===== src/inc/phy_bmc_pkg.sv =====
// Constants and carrier types for the per-port basic mode control register
package phy_bmc_pkg;
  localparam int          NUM_PORTS         = 2;
  localparam logic [4:0]  PORT_BASIC_CONTROL = 5'h00;
  // Field positions
  localparam int          BIT_SW_RESET      = 15;
  localparam int          BIT_LOOPBACK      = 14;
  localparam int          BIT_SPEED         = 13;
  localparam int          BIT_AN_ENABLE     = 12;
  localparam int          BIT_POWER_DOWN    = 11;
  localparam int          BIT_ISOLATE       = 10;
  localparam int          BIT_AN_RESTART    = 9;
  localparam int          BIT_DUPLEX        = 8;
  localparam int          BIT_COL_TEST      = 7;
  localparam logic [15:0] RESERVED_MASK     = 16'h007F;
  // Non-strapped reset values
  localparam logic        RST_POWER_DOWN    = 1'b0;
  localparam logic        RST_ISOLATE       = 1'b0;
  localparam logic        RST_AN_RESTART    = 1'b0;
  localparam logic        RST_COL_TEST      = 1'b0;
  // Collision test limits in MII bit times; the design answers in one clock
  localparam int          COL_ASSERT_BITS   = 512;
  localparam int          COL_RELEASE_BITS  = 4;

  typedef struct packed {
    logic speed_100;
    logic an_enable;
    logic power_down;
    logic isolate;
    logic an_restart;
    logic full_duplex;
    logic col_test;
    logic col;
  } port_ctrl_s;

  typedef struct packed {
    port_ctrl_s [NUM_PORTS-1:0] port;
    logic                       straps_loaded;
    logic [15:0]                rdata;
  } bmc_state_s;
endpackage


===== src/core/phy_basic_mode_control.sv =====
// Basic mode control register bank and its effects for both transceiver ports
//
// How it works
// - Auto-negotiation enabled: manual speed and duplex bits do not choose the mode.
// - Auto-negotiation disabled: speed and duplex come straight from the manual bits.
// - Power-down bit shuts transceiver functions; register block keeps working.
// - Effective power down is bit OR active-low pin; pin low reads bit set.
// - Isolate bit cuts the port from the MII; management access keeps working.
// - Writing one to restart re-initiates negotiation when negotiation is enabled.
// - Restart write ignored while negotiation is disabled.
// - Restart reads one until negotiation is initiated, then clears itself.
// - Writing zero to restart never aborts a negotiation in progress.
// - Manual duplex bit: one full, zero half; reset value from strap.
// - Collision test: COL asserted within 512 bit times of TX_EN rising.
// - Collision test: COL dropped within 4 bit times of TX_EN falling; resets zero.
// - Bits six to zero discard writes and read as zero.
// - Manual speed bit: one 100 Mb/s, zero 10 Mb/s; reset value from strap.
// - Fiber mode forces auto-negotiation enable to zero, else strap sets it.
`timescale 1ns/10ps
`default_nettype none
module phy_basic_mode_control
  import phy_bmc_pkg::*;
(
  // Clock and reset
  input  wire logic                 clock,
  input  wire logic                 rst_b,
  // Management register access
  input  wire logic                 mgmt_write,
  input  wire logic                 mgmt_read,
  input  wire logic                 mgmt_port,
  input  wire logic [4:0]           mgmt_addr,
  input  wire logic [15:0]          mgmt_wdata,
  output logic      [15:0]          mgmt_rdata,
  // Straps and pins, one bit per port
  input  wire logic [NUM_PORTS-1:0] strap_speed_100,
  input  wire logic [NUM_PORTS-1:0] strap_full_duplex,
  input  wire logic [NUM_PORTS-1:0] strap_an_enable,
  input  wire logic [NUM_PORTS-1:0] fiber_mode_enable,
  input  wire logic [NUM_PORTS-1:0] power_down_interrupt_pin_b,
  // Negotiation engine
  input  wire logic [NUM_PORTS-1:0] an_initiated,
  input  wire logic [NUM_PORTS-1:0] an_speed_100,
  input  wire logic [NUM_PORTS-1:0] an_full_duplex,
  output logic      [NUM_PORTS-1:0] an_start,
  output logic      [NUM_PORTS-1:0] an_active,
  // Port mode and MII side
  input  wire logic [NUM_PORTS-1:0] tx_en,
  output logic      [NUM_PORTS-1:0] col,
  output logic      [NUM_PORTS-1:0] mode_speed_100,
  output logic      [NUM_PORTS-1:0] mode_full_duplex,
  output logic      [NUM_PORTS-1:0] xcvr_enable,
  output logic      [NUM_PORTS-1:0] mii_enable
);

  bmc_state_s state;
  bmc_state_s next_state;

  function automatic logic [15:0] read_word(input port_ctrl_s c, input logic pin_b);
    logic [15:0] w;
    w = 16'h0000;
    w[BIT_SPEED]      = c.speed_100;
    w[BIT_AN_ENABLE]  = c.an_enable;
    w[BIT_POWER_DOWN] = c.power_down | ~pin_b;
    w[BIT_ISOLATE]    = c.isolate;
    w[BIT_AN_RESTART] = c.an_restart;
    w[BIT_DUPLEX]     = c.full_duplex;
    w[BIT_COL_TEST]   = c.col_test;
    return w & ~RESERVED_MASK;
  endfunction

  always_comb begin
    logic hit;
    logic an_next;
    hit        = 1'b0;
    an_next    = 1'b0;
    next_state = state;
    next_state.straps_loaded = 1'b1;
    for (int p = 0; p < NUM_PORTS; p++) begin
      // Straps are caught on the first edge after reset release
      if (!state.straps_loaded) begin
        next_state.port[p].speed_100   = strap_speed_100[p];
        next_state.port[p].full_duplex = strap_full_duplex[p];
        next_state.port[p].an_enable   = strap_an_enable[p];
      end
      hit = mgmt_write && (mgmt_addr == PORT_BASIC_CONTROL) && (mgmt_port == p[0]);
      if (hit) begin
        next_state.port[p].speed_100   = mgmt_wdata[BIT_SPEED];
        next_state.port[p].an_enable   = mgmt_wdata[BIT_AN_ENABLE];
        next_state.port[p].power_down  = mgmt_wdata[BIT_POWER_DOWN];
        next_state.port[p].isolate     = mgmt_wdata[BIT_ISOLATE];
        next_state.port[p].full_duplex = mgmt_wdata[BIT_DUPLEX];
        next_state.port[p].col_test    = mgmt_wdata[BIT_COL_TEST];
      end
      if (fiber_mode_enable[p]) begin
        next_state.port[p].an_enable = 1'b0;
      end
      an_next = next_state.port[p].an_enable;
      // Acknowledge clears first so a new request in the same cycle wins
      if (an_initiated[p]) begin
        next_state.port[p].an_restart = 1'b0;
      end
      if (hit && mgmt_wdata[BIT_AN_RESTART] && an_next) begin
        next_state.port[p].an_restart = 1'b1;
      end
      if (!an_next) begin
        next_state.port[p].an_restart = 1'b0;
      end
      // Registered response is well inside the assert limit; release is gated by TX_EN at the output
      next_state.port[p].col = state.port[p].col_test && tx_en[p]
                               && mii_enable[p];
    end
    next_state.rdata = 16'h0000;
    if (mgmt_read && (mgmt_addr == PORT_BASIC_CONTROL)) begin
      next_state.rdata = read_word(state.port[mgmt_port], power_down_interrupt_pin_b[mgmt_port]);
    end
  end

  always_ff @(posedge clock or negedge rst_b) begin
    if (!rst_b) begin
      state <= '0;
    end else begin
      state <= next_state;
    end
  end

  assign mgmt_rdata = state.rdata;

  genvar g;
  generate
    for (g = 0; g < NUM_PORTS; g++) begin : g_port
      logic pd_eff;
      assign pd_eff = state.port[g].power_down | ~power_down_interrupt_pin_b[g];
      assign xcvr_enable[g] = ~pd_eff;
      assign mii_enable[g]  = ~pd_eff & ~state.port[g].isolate;
      assign an_active[g]   = state.port[g].an_enable;
      assign an_start[g]    = state.port[g].an_restart & ~pd_eff;
      // Release follows TX_EN itself, so it stays inside four bit times at any rate
      assign col[g]         = state.port[g].col & tx_en[g] & mii_enable[g];
      assign mode_speed_100[g] = state.port[g].an_enable ? an_speed_100[g]
                                 : state.port[g].speed_100;
      assign mode_full_duplex[g] = state.port[g].an_enable ? an_full_duplex[g]
                                   : state.port[g].full_duplex;

      a_manual_mode: assert property (@(posedge clock) disable iff (!rst_b)
        !state.port[g].an_enable |-> mode_speed_100[g] == state.port[g].speed_100
          && mode_full_duplex[g] == state.port[g].full_duplex)
        else $error("manual mode not taken from register");
      a_auto_mode: assert property (@(posedge clock) disable iff (!rst_b)
        state.port[g].an_enable |-> mode_speed_100[g] == an_speed_100[g]
          && mode_full_duplex[g] == an_full_duplex[g])
        else $error("manual bits used while negotiating");
      a_pin_power_down: assert property (@(posedge clock) disable iff (!rst_b)
        !power_down_interrupt_pin_b[g] |-> !xcvr_enable[g] && !mii_enable[g])
        else $error("power down pin ignored");
      a_isolate_mii: assert property (@(posedge clock) disable iff (!rst_b)
        state.port[g].isolate |-> !mii_enable[g] && !col[g])
        else $error("isolated port still on MII");
      a_restart_ignored: assert property (@(posedge clock) disable iff (!rst_b)
        !state.port[g].an_enable |-> !state.port[g].an_restart)
        else $error("restart pending with negotiation off");
      a_restart_holds: assert property (@(posedge clock) disable iff (!rst_b)
        state.port[g].an_restart && !an_initiated[g] && !fiber_mode_enable[g]
          && !(mgmt_write && mgmt_port == g && !mgmt_wdata[BIT_AN_ENABLE])
          |=> state.port[g].an_restart)
        else $error("restart cleared before initiation");
      a_restart_clears: assert property (@(posedge clock) disable iff (!rst_b)
        state.port[g].an_restart && an_initiated[g] && !(mgmt_write && mgmt_port == g)
          |=> !state.port[g].an_restart)
        else $error("restart did not self clear");
      a_col_rise: assert property (@(posedge clock) disable iff (!rst_b)
        state.port[g].col_test && tx_en[g] && mii_enable[g] && !(mgmt_write && mgmt_port == g)
          ##1 mii_enable[g] && tx_en[g] |-> col[g])
        else $error("collision test COL late");
      a_col_fall: assert property (@(posedge clock) disable iff (!rst_b)
        $fell(tx_en[g]) |-> !col[g])
        else $error("collision test COL held");
      a_fiber_no_an: assert property (@(posedge clock) disable iff (!rst_b)
        fiber_mode_enable[g] && state.straps_loaded |=> !state.port[g].an_enable)
        else $error("negotiation on in fiber mode");

      // Restart requests, power down and manual field writes
      a_restart_sets: assert property (@(posedge clock) disable iff (!rst_b)
        mgmt_write && mgmt_addr == PORT_BASIC_CONTROL && mgmt_port == g
          && mgmt_wdata[BIT_AN_RESTART] && mgmt_wdata[BIT_AN_ENABLE] && !fiber_mode_enable[g]
          |=> state.port[g].an_restart)
        else $error("restart request lost");
      a_start_masked: assert property (@(posedge clock) disable iff (!rst_b)
        !xcvr_enable[g] |-> !an_start[g])
        else $error("negotiation started while powered down");
      a_pin_reads_set: assert property (@(posedge clock) disable iff (!rst_b)
        mgmt_read && mgmt_addr == PORT_BASIC_CONTROL && mgmt_port == g
          && !power_down_interrupt_pin_b[g] |=> mgmt_rdata[BIT_POWER_DOWN])
        else $error("pin power down not read as set");
      a_manual_write: assert property (@(posedge clock) disable iff (!rst_b)
        mgmt_write && mgmt_addr == PORT_BASIC_CONTROL && mgmt_port == g
          |=> state.port[g].full_duplex == $past(mgmt_wdata[BIT_DUPLEX])
            && state.port[g].speed_100 == $past(mgmt_wdata[BIT_SPEED]))
        else $error("manual speed or duplex write lost");
      c_restart_acked: cover property (@(posedge clock) disable iff (!rst_b)
        state.port[g].an_restart && an_initiated[g]);
      c_isolated_tx: cover property (@(posedge clock) disable iff (!rst_b)
        state.port[g].isolate && tx_en[g]);
      c_restart_done: cover property (@(posedge clock) disable iff (!rst_b)
        state.port[g].an_restart ##[1:20] !state.port[g].an_restart);
      c_col_test: cover property (@(posedge clock) disable iff (!rst_b) col[g] ##1 !col[g]);
      c_pin_down: cover property (@(posedge clock) disable iff (!rst_b)
        $fell(power_down_interrupt_pin_b[g]));
    end
  endgenerate

  a_reserved_zero: assert property (@(posedge clock) disable iff (!rst_b)
    (mgmt_rdata & RESERVED_MASK) == 16'h0000)
    else $error("reserved bits read nonzero");
  a_write_isolated: assert property (@(posedge clock) disable iff (!rst_b)
    mgmt_write && mgmt_port == 1'b0 && state.straps_loaded && !fiber_mode_enable[1]
      |=> state.port[1].power_down == $past(state.port[1].power_down))
    else $error("write leaked to other port");

  // Read data stands only for the cycle after a mapped read
  a_read_idle: assert property (@(posedge clock) disable iff (!rst_b)
    !(mgmt_read && mgmt_addr == PORT_BASIC_CONTROL) |=> mgmt_rdata == 16'h0000)
    else $error("read data stands past its cycle");

endmodule
`default_nettype wire


===== config.mk =====
export PLATFORM = sky130hd
export DESIGN_NAME = phy_basic_mode_control
export DESIGN_NICKNAME = d
export VERILOG_FILES = /design/src/inc/phy_bmc_pkg.sv /design/src/core/phy_basic_mode_control.sv
export SDC_FILE = /design/constraint.sdc
export NUM_CORES = 1
export LEC_CHECK = 0
export BUFFER_PORTS_ARGS = -buffer_cell sky130_fd_sc_hd__buf_2
export CELL_PAD_IN_SITES_DETAIL_PLACEMENT = 1
export CELL_PAD_IN_SITES_GLOBAL_PLACEMENT = 1
export CORE_MARGIN = 3
export CORE_UTILIZATION = 34
export DETAILED_ROUTE_END_ITERATION = 7
export GPL_TIMING_DRIVEN = 0
export MAX_ROUTING_LAYER = met4
export PLACE_DENSITY_LB_ADDON = 0.1
export SYNTH_ARGS = -nofsm -noshare
export SYNTH_HDL_FRONTEND = slang
export SYNTH_SLANG_ARGS = --single-unit

===== constraint.sdc =====
create_clock -name clock -period 3.4 [get_ports clock]
set_input_delay 0.34 -clock clock [delete_from_list [all_inputs] [get_ports clock]]
set_output_delay 0.34 -clock clock [all_outputs]
set_load 0.005 [all_outputs]

; Yosys cells after proc, flatten, opt, wreduce, memory -nomap -nowiden
; Index checks and enable logic that the tools add are counted.
[word_totals]
reg_bits = 33
in_bits = 44
[op_classes]
bitwise_logic = 19
n_mux = 25
reduce_logical = 13
n_eq_ne = 4
n_lt_le_gt_ge = 1
[op_table]
columns = op, count
row1 = 1-bit 2-to-1 mux, 16
row2 = 8-bit 2-to-1 mux, 2
row3 = 14-bit 2-to-1 mux, 1
row4 = 1-bit logical AND, 12
row5 = 1-bit bitwise AND, 8
row6 = 2-bit 2-to-1 mux, 4
row7 = 4-bit 2-to-1 mux, 2
row8 = 1-bit inverter, 8
row9 = 3-bit by 2-bit != test with 1-bit output (second input constant), 2
row10 = 5-bit logical NOT, 1
row11 = 2-bit by 1-bit != test with 1-bit output (second input constant), 2
row12 = 1-bit OR, 3
row13 = 1-bit by 2-bit less-than comparator with 1-bit output (second input constant), 1

; Logic depth before layout (Yosys ltp)
; Gate-level depths: netlist (run 1).
[logic_depth]
depth_word = 8
ltp_mapped = 4

; Worst setup path after synthesis (run 1)
; OpenSTA, ideal clock, no wires.
[synth_timing]
kind = input to register
from = input mgmt_port
to = register state (netlist bit an_active[0])
slack_ps = 2158
required_time_ps = 3275
t_arrival_ps = 1117
n_path_buf = 1
path_stages = 3
cell_sequence = buf_4 > nand4b_2 > mux2_2
[synth_lines]
columns = element, line
row1 = "start, declared", phy_basic_mode_control.sv:30  ; input wire logic mgmt_port,
row2 = "end signal, assigned", phy_basic_mode_control.sv:122  ; state <= next_state;
row3 = "end, declared", phy_basic_mode_control.sv:55  ; bmc_state_s state;

; Final worst setup path (run 1)
[layout_timing]
from = register state[30] (netlist name)
to = output col[1]
[layout_between]
elab_chain_cells = 4
[layout_lines]
columns = element, line
row1 = 1-bit OR, phy_basic_mode_control.sv:132  ; assign pd_eff = state.port[g].power_down | ~power_down_interrupt_pin_b[g];
row2 = 1-bit inverter, phy_basic_mode_control.sv:134  ; assign mii_enable[g] = ~pd_eff & ~state.port[g].isolate;
row3 = 1-bit bitwise AND, phy_basic_mode_control.sv:134
row4 = 1-bit bitwise AND, phy_basic_mode_control.sv:138  ; assign col[g] = state.port[g].col & tx_en[g] & mii_enable[g];
row5 = "end, declared", phy_basic_mode_control.sv:48  ; output logic [NUM_PORTS-1:0] col,
; Every way passes these cells.

==> reports/metrics.csv, run 1 <==
stage;metric;value;unit
worst_setup_path;crit path max fanout;6;
clock_network;hold-fix buffers at CTS;0;
floorplan;area enclosed by the die boundary;4610;sq um
yosys;mean instance size in the synthesized netlist;11.8;sq um
clock_network;H-Tree Depth;1;
yosys;flip-flop and latch count after synthesis;24;
yosys;number of library cell types mapped by synthesis;19;
placed_design;Placer Congestion;0.762;
cells_and_area;Syn-to-layout area delta;31.7;%
yosys;Synth Warn #;0;
floorplan;count of boundary I/O pins;74;
timing;transition time at the pin with the least slew margin;539;ps
floorplan;effective utilization at floorplan;37.0;%
worst_setup_path;kind of end point of the critical path;primary output;
placed_design;count of placed standard cells including taps;218;
timing;Max Clock Skew;1.93;ps
timing;final sum of negative setup slack;0;ps
floorplan;core area;3520;sq um
worst_setup_path;type of element launching the critical path;flip-flop;
worst_setup_path;worst path cell trace;nor2b_1, and4b_1, buf_2;
clock_network;clock tree from TritonCTS;done;
yosys;leading cell types by count after synthesis;sky130_fd_sc_hd__dfrtp_1 (24), sky130_fd_sc_hd__buf_4 (20), sky130_fd_sc_hd__mux2_2 (20);
worst_setup_path;Arr. time, crit path;1280;ps
timing;fin crit share;47.6;%
clock_network;Clk pin slew, worst setup/hold paths;80;ps
placed_design;DPL Wire Length;2470;um
timing;RSZ-0062 raised after global routing;false;
yosys;Syn Inst Count;110;
timing;number of endpoints with negative hold slack in the final report;0;
clock_network;number of clock buffers inserted by TritonCTS;3;
yosys;share of flip-flops with an asynchronous set or reset after synthesis;100;%
routing;remaining antenna violation count after routing;0;
power_and_ir_drop;leakage power;0.982;nW
power_and_ir_drop;peak supply drop;0.177;mV
cells_and_area;post-route non-filler standard cell count;222;
run_status;outcome;completed;
power_and_ir_drop;areal power density over the cells;358;nW/um^2
timing;Final Max Slew Viols;0;
timing;number of setup violations in the final report;0;
floorplan;die width;67.9;um
hold_path;worst min path class;input pin to asynchronous set/reset pin;
yosys;part of the Yosys area used for sequential elements;46.2;%
worst_setup_path;Worst Setup Path Type;flip-flop to primary output;
cells_and_area;layout net count;221;
placed_design;I/O Buffers;54;
routing;DRT Wirelength;3030;um
worst_setup_path;cell family contributing the most delay on the critical path;simple AND/OR/NAND/NOR gates;
routing;Wirelength per Cell;13.7;um
cells_and_area;final antenna diode count;0;
floorplan;count of standard-cell rows;21;
timing;worst max-slew margin expressed relative to the limit;64.0;%
yosys;cells taking the most area after synthesis;sky130_fd_sc_hd__dfrtp_1 (46%), sky130_fd_sc_hd__mux2_2 (17%), sky130_fd_sc_hd__buf_4 (12%), sky130_fd_sc_hd__mux2i_1 (7.7%), sky130_fd_sc_hd__nor2_1 (3.2%);
routing;initial drt markers;5;
yosys;flip-flop cell with the highest count after synthesis;sky130_fd_sc_hd__dfrtp_1;
global_route;largest net degree at the start of global routing;25;
clock_network;number of buffers on the longest clock path;2;
yosys;mapped cell area;1300;sq um
worst_setup_path;critical path required time;3060;ps
global_route;total track usage;14.1;%
worst_setup_path;cell with the largest stage delay on the worst path;sky130_fd_sc_hd__dfrtp_1;
yosys;most area-hungry cell type in the Yosys netlist;sky130_fd_sc_hd__dfrtp_1;
routing;drc violations;0;
yosys;area share of the largest cell type after synthesis;46.2;%
clock_network;PostCTS Resize Cnt;0;
yosys;top-count cell post-synth;sky130_fd_sc_hd__dfrtp_1;
global_route;total gr overflow;0;
worst_setup_path;Slowest Stage Delay on Critical Path;390;ps
worst_setup_path;number of buffer and inverter instances along the worst setup path;1;
timing;clock period minus final worst setup slack;1620;ps
global_route;initial antenna violation count;0;
global_route;number of global-route vias before repair;1032;
routing;First-pass DRT Iterations;2;
clock_network;buffers inserted during post-CTS setup optimization;0;
clock_network;clock latency at the later pin of the worst-skew pair;260;ps
routing;vias after detailed routing;1017;
clock_network;Clock Tree Root;sky130_fd_sc_hd__clkbuf_8;
timing;Max Clock Freq;618;MHz
clock_network;TritonCTS sink count;24;
routing;via density per instance;4.58;
global_route;wire length of the first global-routing pass;4580;um
yosys;number of enable flip-flop cells after synthesis;0;
flow_run;MaxCap Viol Count;0;
floorplan;die height;67.9;um
cells_and_area;layout cells sized above 1;57.4;%
==> per-stage QoR <==
| step | instance area [sq um] | hold WS, ps | utilization (%) | setup slack (ps) | power [mW] |
|---|---|---|---|---|---|
| 6_report | 1710 | 49.8 | 48.7 | 1780 | 0.614 |
| 2_1_floorplan | 1330 | 44.4 | - | 2160 | 0.382 |
| 3_5_place_dp | 1660 | 357 | 47.1 | 1830 | 0.435 |
| 4_1_cts | 1710 | 66.9 | 48.7 | 1750 | 0.626 |
| 3_3_place_gp | 1660 | 350 | 47.1 | 1870 | 0.430 |
| 5_1_grt | 1710 | 85.9 | 48.7 | 1650 | 0.651 |
==> registers in the layout, indices dropped and copies added, names as in the netlist <==
register    flops
state          15
mgmt_rdata      7
an_active       2
==> placed cells by master (no fill, tap or decap) <==
master and count:
sky130_fd_sc_hd__nor2_1 11, sky130_fd_sc_hd__clkbuf_8 4, sky130_fd_sc_hd__and3_1 2, sky130_fd_sc_hd__nand4b_2 1
sky130_fd_sc_hd__nand2b_1 1, sky130_fd_sc_hd__dfrtp_1 24, sky130_fd_sc_hd__nor2b_1 6, sky130_fd_sc_hd__inv_1 1
sky130_fd_sc_hd__o21ai_0 2, sky130_fd_sc_hd__buf_4 20, sky130_fd_sc_hd__mux2i_1 10, sky130_fd_sc_hd__nand3_1 1
sky130_fd_sc_hd__a211oi_1 1, sky130_fd_sc_hd__and4b_1 2, sky130_fd_sc_hd__buf_2 54, sky130_fd_sc_hd__nand4_2 1
sky130_fd_sc_hd__mux2_2 20, sky130_fd_sc_hd__or3b_1 2, sky130_fd_sc_hd__conb_1 10, sky130_fd_sc_hd__nor3_4 1
sky130_fd_sc_hd__and2_1 2
==> cells by family (layout without fill, tap and decap cells) <==
kind of cell,after synthesis,after routing,share of synthesized area (%)
AND/OR/NAND/NOR,30,30,15.1
other,2,10,0.577
AO/OA/AOI/OAI,3,3,1.35
buffers and inverters,21,79,11.8
multiplexers,30,30,25.0
flip-flops,24,24,46.2
==> path summary, 6_finish.rpt <==
check / from / endpoint / slack [ps] / cells past startpoint
max reg2reg: state[16]$_DFF_PN0_ / state[20]$_DFFE_PN0P_ / 2170 / 4
min in group clock: mgmt_wdata[8] / state[27]$_DFFE_PN0P_ / 320 / 2
max: state[30]$_DFFE_PN0P_ / col[1] / 1780 / 3
min: rst_b / mgmt_rdata[7]$_DFF_PN0_ / 50 / 1
min reg2reg: state[22]$_DFFE_PN0P_ / state[22]$_DFFE_PN0P_ / 500 / 1
max in group asynchronous: rst_b / state[29]$_DFFE_PN0P_ / 2990 / 1
==> layout make-up <==
| cell class | count | area, sq um |
|---|---|---|
| tap | 46 | 57.6 |
| buffer | 20 | 150 |
| fill | 415 | 1810 |
| multi-input combinational | 73 | 577 |
| clock buffer | 4 | 55.1 |
| timing repair buffer | 54 | 270 |
| sequential | 24 | 601 |
| inverter | 1 | 3.75 |
==> metal layers <==
metal / GRT usage, % / routed length [um] / part of all wire, %
met5: - / 0 / 0
met3: 3.61 / 214 / 7.1
met2: 26.0 / 1660 / 55
met4: 3.72 / 15 / 0.49
met1: 14.9 / 1140 / 38
==> worst register-to-register path: cells and delay by family, from the launching register on <==
kind	cells	cell delay, ps
AND/OR/NAND/NOR	1	360
buffers and inverters	1	160
multiplexers	2	270
flip-flops	1	370
==> report_power, final <==
group	leakage (nW)	total, mW	switching (mW)	internal, mW
combinational	0.635	0.111	0.0463	0.0643
sequential	0.318	0.316	0.0131	0.303
clock	0.0288	0.187	0.0842	0.103
No activity file was read; power rests on OpenSTA's default activity.
==> inputs of run 2 (changes only) <==
--- a/config.mk
+++ b/config.mk
@@ -9,7 +9,7 @@
 export CELL_PAD_IN_SITES_DETAIL_PLACEMENT = 1
 export CELL_PAD_IN_SITES_GLOBAL_PLACEMENT = 1
 export CORE_MARGIN = 3
-export CORE_UTILIZATION = 34
+export CORE_UTILIZATION = 32
 export DETAILED_ROUTE_END_ITERATION = 7
 export GPL_TIMING_DRIVEN = 0
 export MAX_ROUTING_LAYER = met4
==> constraint.sdc (replaced) <==
create_clock -name clock -period 1.6 [get_ports clock]
set_input_delay 0.16 -clock clock [delete_from_list [all_inputs] [get_ports clock]]
set_output_delay 0.16 -clock clock [all_outputs]
set_load 0.005 [all_outputs]
==> run 2 against run 1 <==
Net effect:
- worst setup slack worse by 1600 ps
- clock-buffer cell count is 1 lower
- cell area is 1.7% higher
- first-iteration DRC count grew to 4.2 times the previous value
- combinational power is 110% higher
- non-clock buffer count is 1 higher
- core utilization is 2.8 points lower
- routed wire length is 0.66% higher
- clock skew is 7.1 ps higher
- power is 130% higher
==> reports/metrics.csv, run 2 (same netlist as run 1, synthesis figures left out) <==
stage;metric;value;unit
clock_network;buffers inserted during post-CTS setup optimization;0;
floorplan;count of standard-cell rows;22;
timing;Max Clock Skew;8.99;ps
worst_setup_path;number of buffer and inverter instances along the worst setup path;1;
clock_network;clock latency at the later pin of the worst-skew pair;270;ps
timing;number of endpoints with negative hold slack in the final report;0;
worst_setup_path;cell with the largest stage delay on the worst path;sky130_fd_sc_hd__dfrtp_1;
worst_setup_path;Worst R2R Setup Slack;340;ps
timing;Max Clock Freq;690;MHz
floorplan;area enclosed by the die boundary;4870;sq um
hold_path;HP Start;mgmt_wdata[7];
power_and_ir_drop;leakage power;0.993;nW
timing;clock period minus final worst setup slack;1450;ps
routing;Wirelength per Cell;13.6;um
worst_setup_path;cell family contributing the most delay on the critical path;simple AND/OR/NAND/NOR gates;
worst_setup_path;critical path required time;1440;ps
worst_setup_path;Worst Setup Path Type;flip-flop to primary output;
power_and_ir_drop;internal power;1.12;mW
run_status;outcome;completed;
power_and_ir_drop;areal power density over the cells;821;nW/um^2
cells_and_area;number of flip-flops in the largest register;15;
clock_network;clock tree from TritonCTS;done;
worst_setup_path;launching point of the worst reg2reg path;state[16]$_DFF_PN0_;
cells_and_area;post-route non-filler standard cell count;225;
cells_and_area;largest reg by FF count;state;
cells_and_area;Syn-to-layout area delta;33.9;%
global_route;initial antenna violation count;0;
global_route;largest net degree at the start of global routing;25;
timing;fin crit share;90.6;%
power_and_ir_drop;switching power;0.315;mW
power_and_ir_drop;relative contribution of combinational cells to total power;16.6;%
power_and_ir_drop;sequential fraction of design power;46.9;%
timing;transition time at the pin with the least slew margin;546;ps
timing;number of setup violations in the final report;0;
routing;First-pass DRT Iterations;2;
worst_setup_path;Arr. time, crit path;1290;ps
placed_design;I/O Buffers;54;
cells_and_area;final antenna diode count;0;
timing;worst hold slack across all endpoints;136;ps
placed_design;cell area after placement;1660;sq um
cells_and_area;layout cells sized above 1;57.1;%
power_and_ir_drop;peak supply drop;0.415;mV
global_route;number of global-route vias before repair;1118;
routing;vias after detailed routing;987;
cells_and_area;top library cells by usage in the layout, fill and taps aside;sky130_fd_sc_hd__buf_2 (54), sky130_fd_sc_hd__dfrtp_1 (24), sky130_fd_sc_hd__buf_4 (20), sky130_fd_sc_hd__mux2_2 (20), sky130_fd_sc_hd__nor2_1 (11);
routing;DRT Wirelength;3050;um
global_route;wire length of the first global-routing pass;5200;um
global_route;total track usage;13.9;%
floorplan;effective utilization at floorplan;34.3;%
cells_and_area;post-route cell area;1740;sq um
routing;remaining antenna violation count after routing;0;
cells_and_area;layout net count;222;
placed_design;DPL Wire Length;2410;um
routing;via density per instance;4.39;
clock_network;number of buffers on the longest clock path;2;
floorplan;die height;69.8;um
worst_setup_path;worst path cell trace;nand2b_1, nor2_1, and3_1, buf_2;
power_and_ir_drop;sw frac;22.0;%
timing;worst max-slew margin expressed relative to the limit;63.6;%
clock_network;Clock Tree Root;sky130_fd_sc_hd__clkbuf_8;
floorplan;die width;69.8;um
cells_and_area;most common cell after layout, fill and taps aside;sky130_fd_sc_hd__buf_2;
timing;final sum of negative setup slack;0;ps
floorplan;count of boundary I/O pins;74;
clock_network;number of clock buffers inserted by TritonCTS;3;
placed_design;count of placed standard cells including taps;220;
cells_and_area;final core area utilization;45.9;%
timing;Final Max Slew Viols;0;
routing;drc violations;0;
clock_network;H-Tree Depth;1;
flow_run;MaxCap Viol Count;0;
worst_setup_path;kind of end point of the critical path;primary output;
clock_network;TritonCTS sink count;24;
worst_setup_path;Slowest Stage Delay on Critical Path;380;ps
global_route;total gr overflow;0;
worst_setup_path;type of element launching the critical path;flip-flop;
worst_setup_path;crit path max fanout;3;
timing;RSZ-0062 raised after global routing;false;
hold_path;worst min path class;input pin to flip-flop;
worst_setup_path;startpoint of the worst setup timing path;state[22]$_DFFE_PN0P_;
routing;initial drt markers;21;
clock_network;PostCTS Resize Cnt;0;
floorplan;core area;3800;sq um
power_and_ir_drop;part of the power in the clock network;36.5;%
clock_network;Clk pin slew, worst setup/hold paths;90;ps
placed_design;Placer Congestion;0.743;
==> run 2: cell count changes in the layout (fill, tap and decap cells not counted) <==
cell / before / now
sky130_fd_sc_hd__clkbuf_8: 4 / 3
sky130_fd_sc_hd__bufinv_16: 0 / 1
sky130_fd_sc_hd__dlygate4sd3_1: 0 / 1
==> run 2: per-stage QoR <==
step | total power, mW | setup WS (ps)
after global routing | 1.52 | 20.5
final | 1.43 | 150
after global placement | 0.914 | 246
after CTS | 1.46 | 127
after detailed placement | 0.924 | 201
after floorplan | 0.811 | 458
==> run 2: metal layers <==
layer	vias up	routed length, um	GRT usage [%]
met5	-	0	-
met3	2	216	3.62
met4	0	9	2.55
li1	483	-	-
met1	464	1190	15.0
met2	38	1640	25.5
==> run 2: final timing paths <==
kind	end	cells past startpoint
setup / recovery	col[0]	4
hold / removal	state[18]$_DFFE_PN0P_	2
setup reg to reg	state[28]$_DFFE_PN0P_	4
hold reg to reg	state[30]$_DFFE_PN0P_	1
max in group asynchronous	an_active[0]$_DFF_PN0_	2
min in group asynchronous	state[17]$_DFF_PN0_	2
==> run 2: repair_timing <==
item                                    in CTS  in global routing
hold buffers                                 1                  0
endpoints found under the setup margin       0                  0
hold endpoints to repair                    24                  0
==> run 2: final cells by class <==
class                   count  area, sq um
inverters                   1         3.75
repair buffers             55          280
fillers                   451         2060
plain buffers              20          150
multi-input cells          73          577
clock buffers               3         41.3
well taps                  48         60.1
clock inverters             1         30.0
flip-flops and latches     24          601
==> run 2: power by group through the flow <==
stage               Sequential (mW)  Clock (mW)  Combinational [mW]
floorplan                     0.674           0               0.136
detailed placement            0.685           0               0.239
finish                        0.671       0.523               0.237
global placement              0.682           0               0.232
global route                  0.679       0.571               0.267
CTS                           0.673       0.541               0.243
==> inputs of run 3 (changes only) <==
--- a/config.mk
+++ b/config.mk
@@ -11,7 +11,6 @@
 export CORE_MARGIN = 3
 export CORE_UTILIZATION = 32
 export DETAILED_ROUTE_END_ITERATION = 7
-export GPL_TIMING_DRIVEN = 0
 export MAX_ROUTING_LAYER = met4
 export PLACE_DENSITY_LB_ADDON = 0.1
 export SYNTH_ARGS = -nofsm -noshare
==> run 3 against run 2 <==
Net effect:
- critical endpoint unchanged
- clock power decreased by 23%
- clock skew decreased by 8.2 ps
- first-iteration DRC count grew 57%
- non-clock buffer count decreased by 19
- via count fell by 5.4%
- sequential power is essentially flat
- critical path depth unchanged
- highest routed layer unchanged
- largest power group unchanged
==> reports/metrics.csv, run 3 (same netlist as run 1, synthesis figures left out) <==
stage;metric;value;unit
cells_and_area;Layout fillers;458;
timing;Worst Setup Slack, final;157;ps
cells_and_area;layout cells sized above 1;51.9;%
cells_and_area;final core area utilization;41.6;%
routing;remaining antenna violation count after routing;0;
cells_and_area;number of flip-flops in the largest register;15;
worst_setup_path;crit path max fanout;3;
floorplan;area enclosed by the die boundary;4870;sq um
worst_setup_path;Worst Setup Path Type;flip-flop to primary output;
floorplan;die width;69.8;um
timing;Max Clock Skew;0.796;ps
floorplan;count of standard-cell rows;22;
timing;number of endpoints with negative hold slack in the final report;0;
timing;final sum of negative setup slack;0;ps
cells_and_area;largest reg by FF count;state;
power_and_ir_drop;sw frac;23.7;%
power_and_ir_drop;part of the power in the clock network;31.4;%
worst_setup_path;kind of end point of the critical path;primary output;
floorplan;count of boundary I/O pins;74;
floorplan;core area;3800;sq um
timing;worst max-slew margin expressed relative to the limit;64.2;%
cells_and_area;layout net count;203;
floorplan;effective utilization at floorplan;34.3;%
global_route;wire length of the first global-routing pass;4700;um
cells_and_area;final antenna diode count;0;
power_and_ir_drop;internal power;0.981;mW
global_route;largest net degree at the start of global routing;25;
cells_and_area;top library cells by usage in the layout, fill and taps aside;sky130_fd_sc_hd__buf_2 (55), sky130_fd_sc_hd__dfrtp_1 (24), sky130_fd_sc_hd__mux2_2 (20), sky130_fd_sc_hd__nor2_1 (11);
clock_network;TritonCTS sink count;24;
hold_path;worst min path class;input pin to flip-flop;
global_route;initial antenna violation count;0;
timing;transition time at the pin with the least slew margin;537;ps
placed_design;DPL Wire Length;2300;um
clock_network;Clk pin slew, worst setup/hold paths;80;ps
timing;RSZ-0062 raised after global routing;false;
routing;via density per instance;4.53;
timing;Final Max Slew Viols;0;
power_and_ir_drop;leakage power;0.883;nW
routing;DRT Wirelength;2890;um
global_route;total gr overflow;0;
placed_design;worst setup timing slack at the placement stage;241;ps
timing;fin crit share;90.2;%
clock_network;number of clock buffers inserted by TritonCTS;3;
global_route;total track usage;12.5;%
timing;number of setup violations in the final report;0;
worst_setup_path;critical path required time;1440;ps
placed_design;I/O Buffers;55;
flow_run;MaxCap Viol Count;0;
cells_and_area;Syn-to-layout area delta;21.5;%
clock_network;number of buffers on the longest clock path;2;
routing;drc violations;0;
worst_setup_path;type of element launching the critical path;flip-flop;
clock_network;H-Tree Depth;1;
power_and_ir_drop;sequential fraction of design power;52.5;%
power_and_ir_drop;areal power density over the cells;812;nW/um^2
floorplan;die height;69.8;um
routing;Wirelength per Cell;14.0;um
power_and_ir_drop;relative contribution of combinational cells to total power;16.2;%
timing;clock period minus final worst setup slack;1440;ps
routing;initial drt markers;33;
routing;vias after detailed routing;934;
clock_network;clock latency at the later pin of the worst-skew pair;260;ps
placed_design;Placer Congestion;0.747;
global_route;number of global-route vias before repair;970;
routing;First-pass DRT Iterations;2;
timing;Max Clock Freq;693;MHz
clock_network;clock tree from TritonCTS;done;
clock_network;Clock Tree Root;sky130_fd_sc_hd__clkbuf_8;
worst_setup_path;Arr. time, crit path;1280;ps
run_status;outcome;completed;
power_and_ir_drop;switching power;0.304;mW
cells_and_area;most common cell after layout, fill and taps aside;sky130_fd_sc_hd__buf_2;
power_and_ir_drop;peak supply drop;0.673;mV
run 3: cell count changes in the layout (fill, tap and decap cells not counted), sizes merged:
cell    before  now
buf         74   55
bufinv       1    0
clkbuf       3    4
run 3: final timing paths:
check | slack (ps) | cells after the start | start | to
hold / removal | 140 | 2 | mgmt_wdata[10] | state[29]$_DFFE_PN0P_
setup / recovery | 160 | 4 | state[22]$_DFFE_PN0P_ | col[0]
min in group asynchronous | 410 | 2 | rst_b | state[26]$_DFFE_PN0P_
max in group asynchronous | 840 | 2 | rst_b | state[19]$_DFFE_PN0P_
hold reg to reg | 510 | 1 | state[22]$_DFFE_PN0P_ | state[22]$_DFFE_PN0P_
setup reg to reg | 340 | 2 | state[16]$_DFF_PN0_ | state[32]$_DFFE_PN0P_
run 3: per-layer routing:
metal  vias up  part of all wire, %  global-route usage [%]
li1        442                    -                       -
met1       452                   42                    14.8
met2        38                   50                    21.1
met3         2                  7.5                    3.77
met4         0                 0.62                    2.55
met5         -                    0                       -
run 3: power groups by stage:
stage | Clock, mW | Sequential [mW] | Combinational (mW)
floorplan | 0 | 0.674 | 0.136
global placement | 0 | 0.686 | 0.205
detailed placement | 0 | 0.688 | 0.210
CTS | 0.416 | 0.675 | 0.213
global route | 0.450 | 0.681 | 0.233
finish | 0.403 | 0.674 | 0.208
run 3: layout make-up:
class                   instances  area (sq um)  area share, %
flip-flops and latches         24           601           38.0
inverters                       1          3.75          0.237
multi-input cells              73           577           36.5
clock buffers                   4          55.1           3.48
well taps                      48          60.1           3.80
repair buffers                 56           285           18.0
run 3: timing repair:
action	in CTS	in global routing
hold endpoints to repair	24	0
hold buffers	1	0
endpoints found under the setup margin	0	0
buffers inserted	0	0
gates resized for setup	0	0
run 3: metrics by stage:
step | cell area [sq um] | instances | hold slack (ps) | power (mW)
floorplan | 1330 | 118 | -136 | 0.811
global placement | 1520 | 201 | 173 | 0.891
detailed placement | 1520 | 201 | 175 | 0.898
CTS | 1580 | 206 | 140 | 1.30
global route | 1580 | 206 | 137 | 1.36
finish | 1580 | 206 | 144 | 1.28
run 3: critical path, stage by stage, from the launching register on:
cell                       delay, ps
sky130_fd_sc_hd__dfrtp_1         380
sky130_fd_sc_hd__nand2b_1        190
sky130_fd_sc_hd__nor2_1          180
sky130_fd_sc_hd__and3_1          170
sky130_fd_sc_hd__buf_2           100
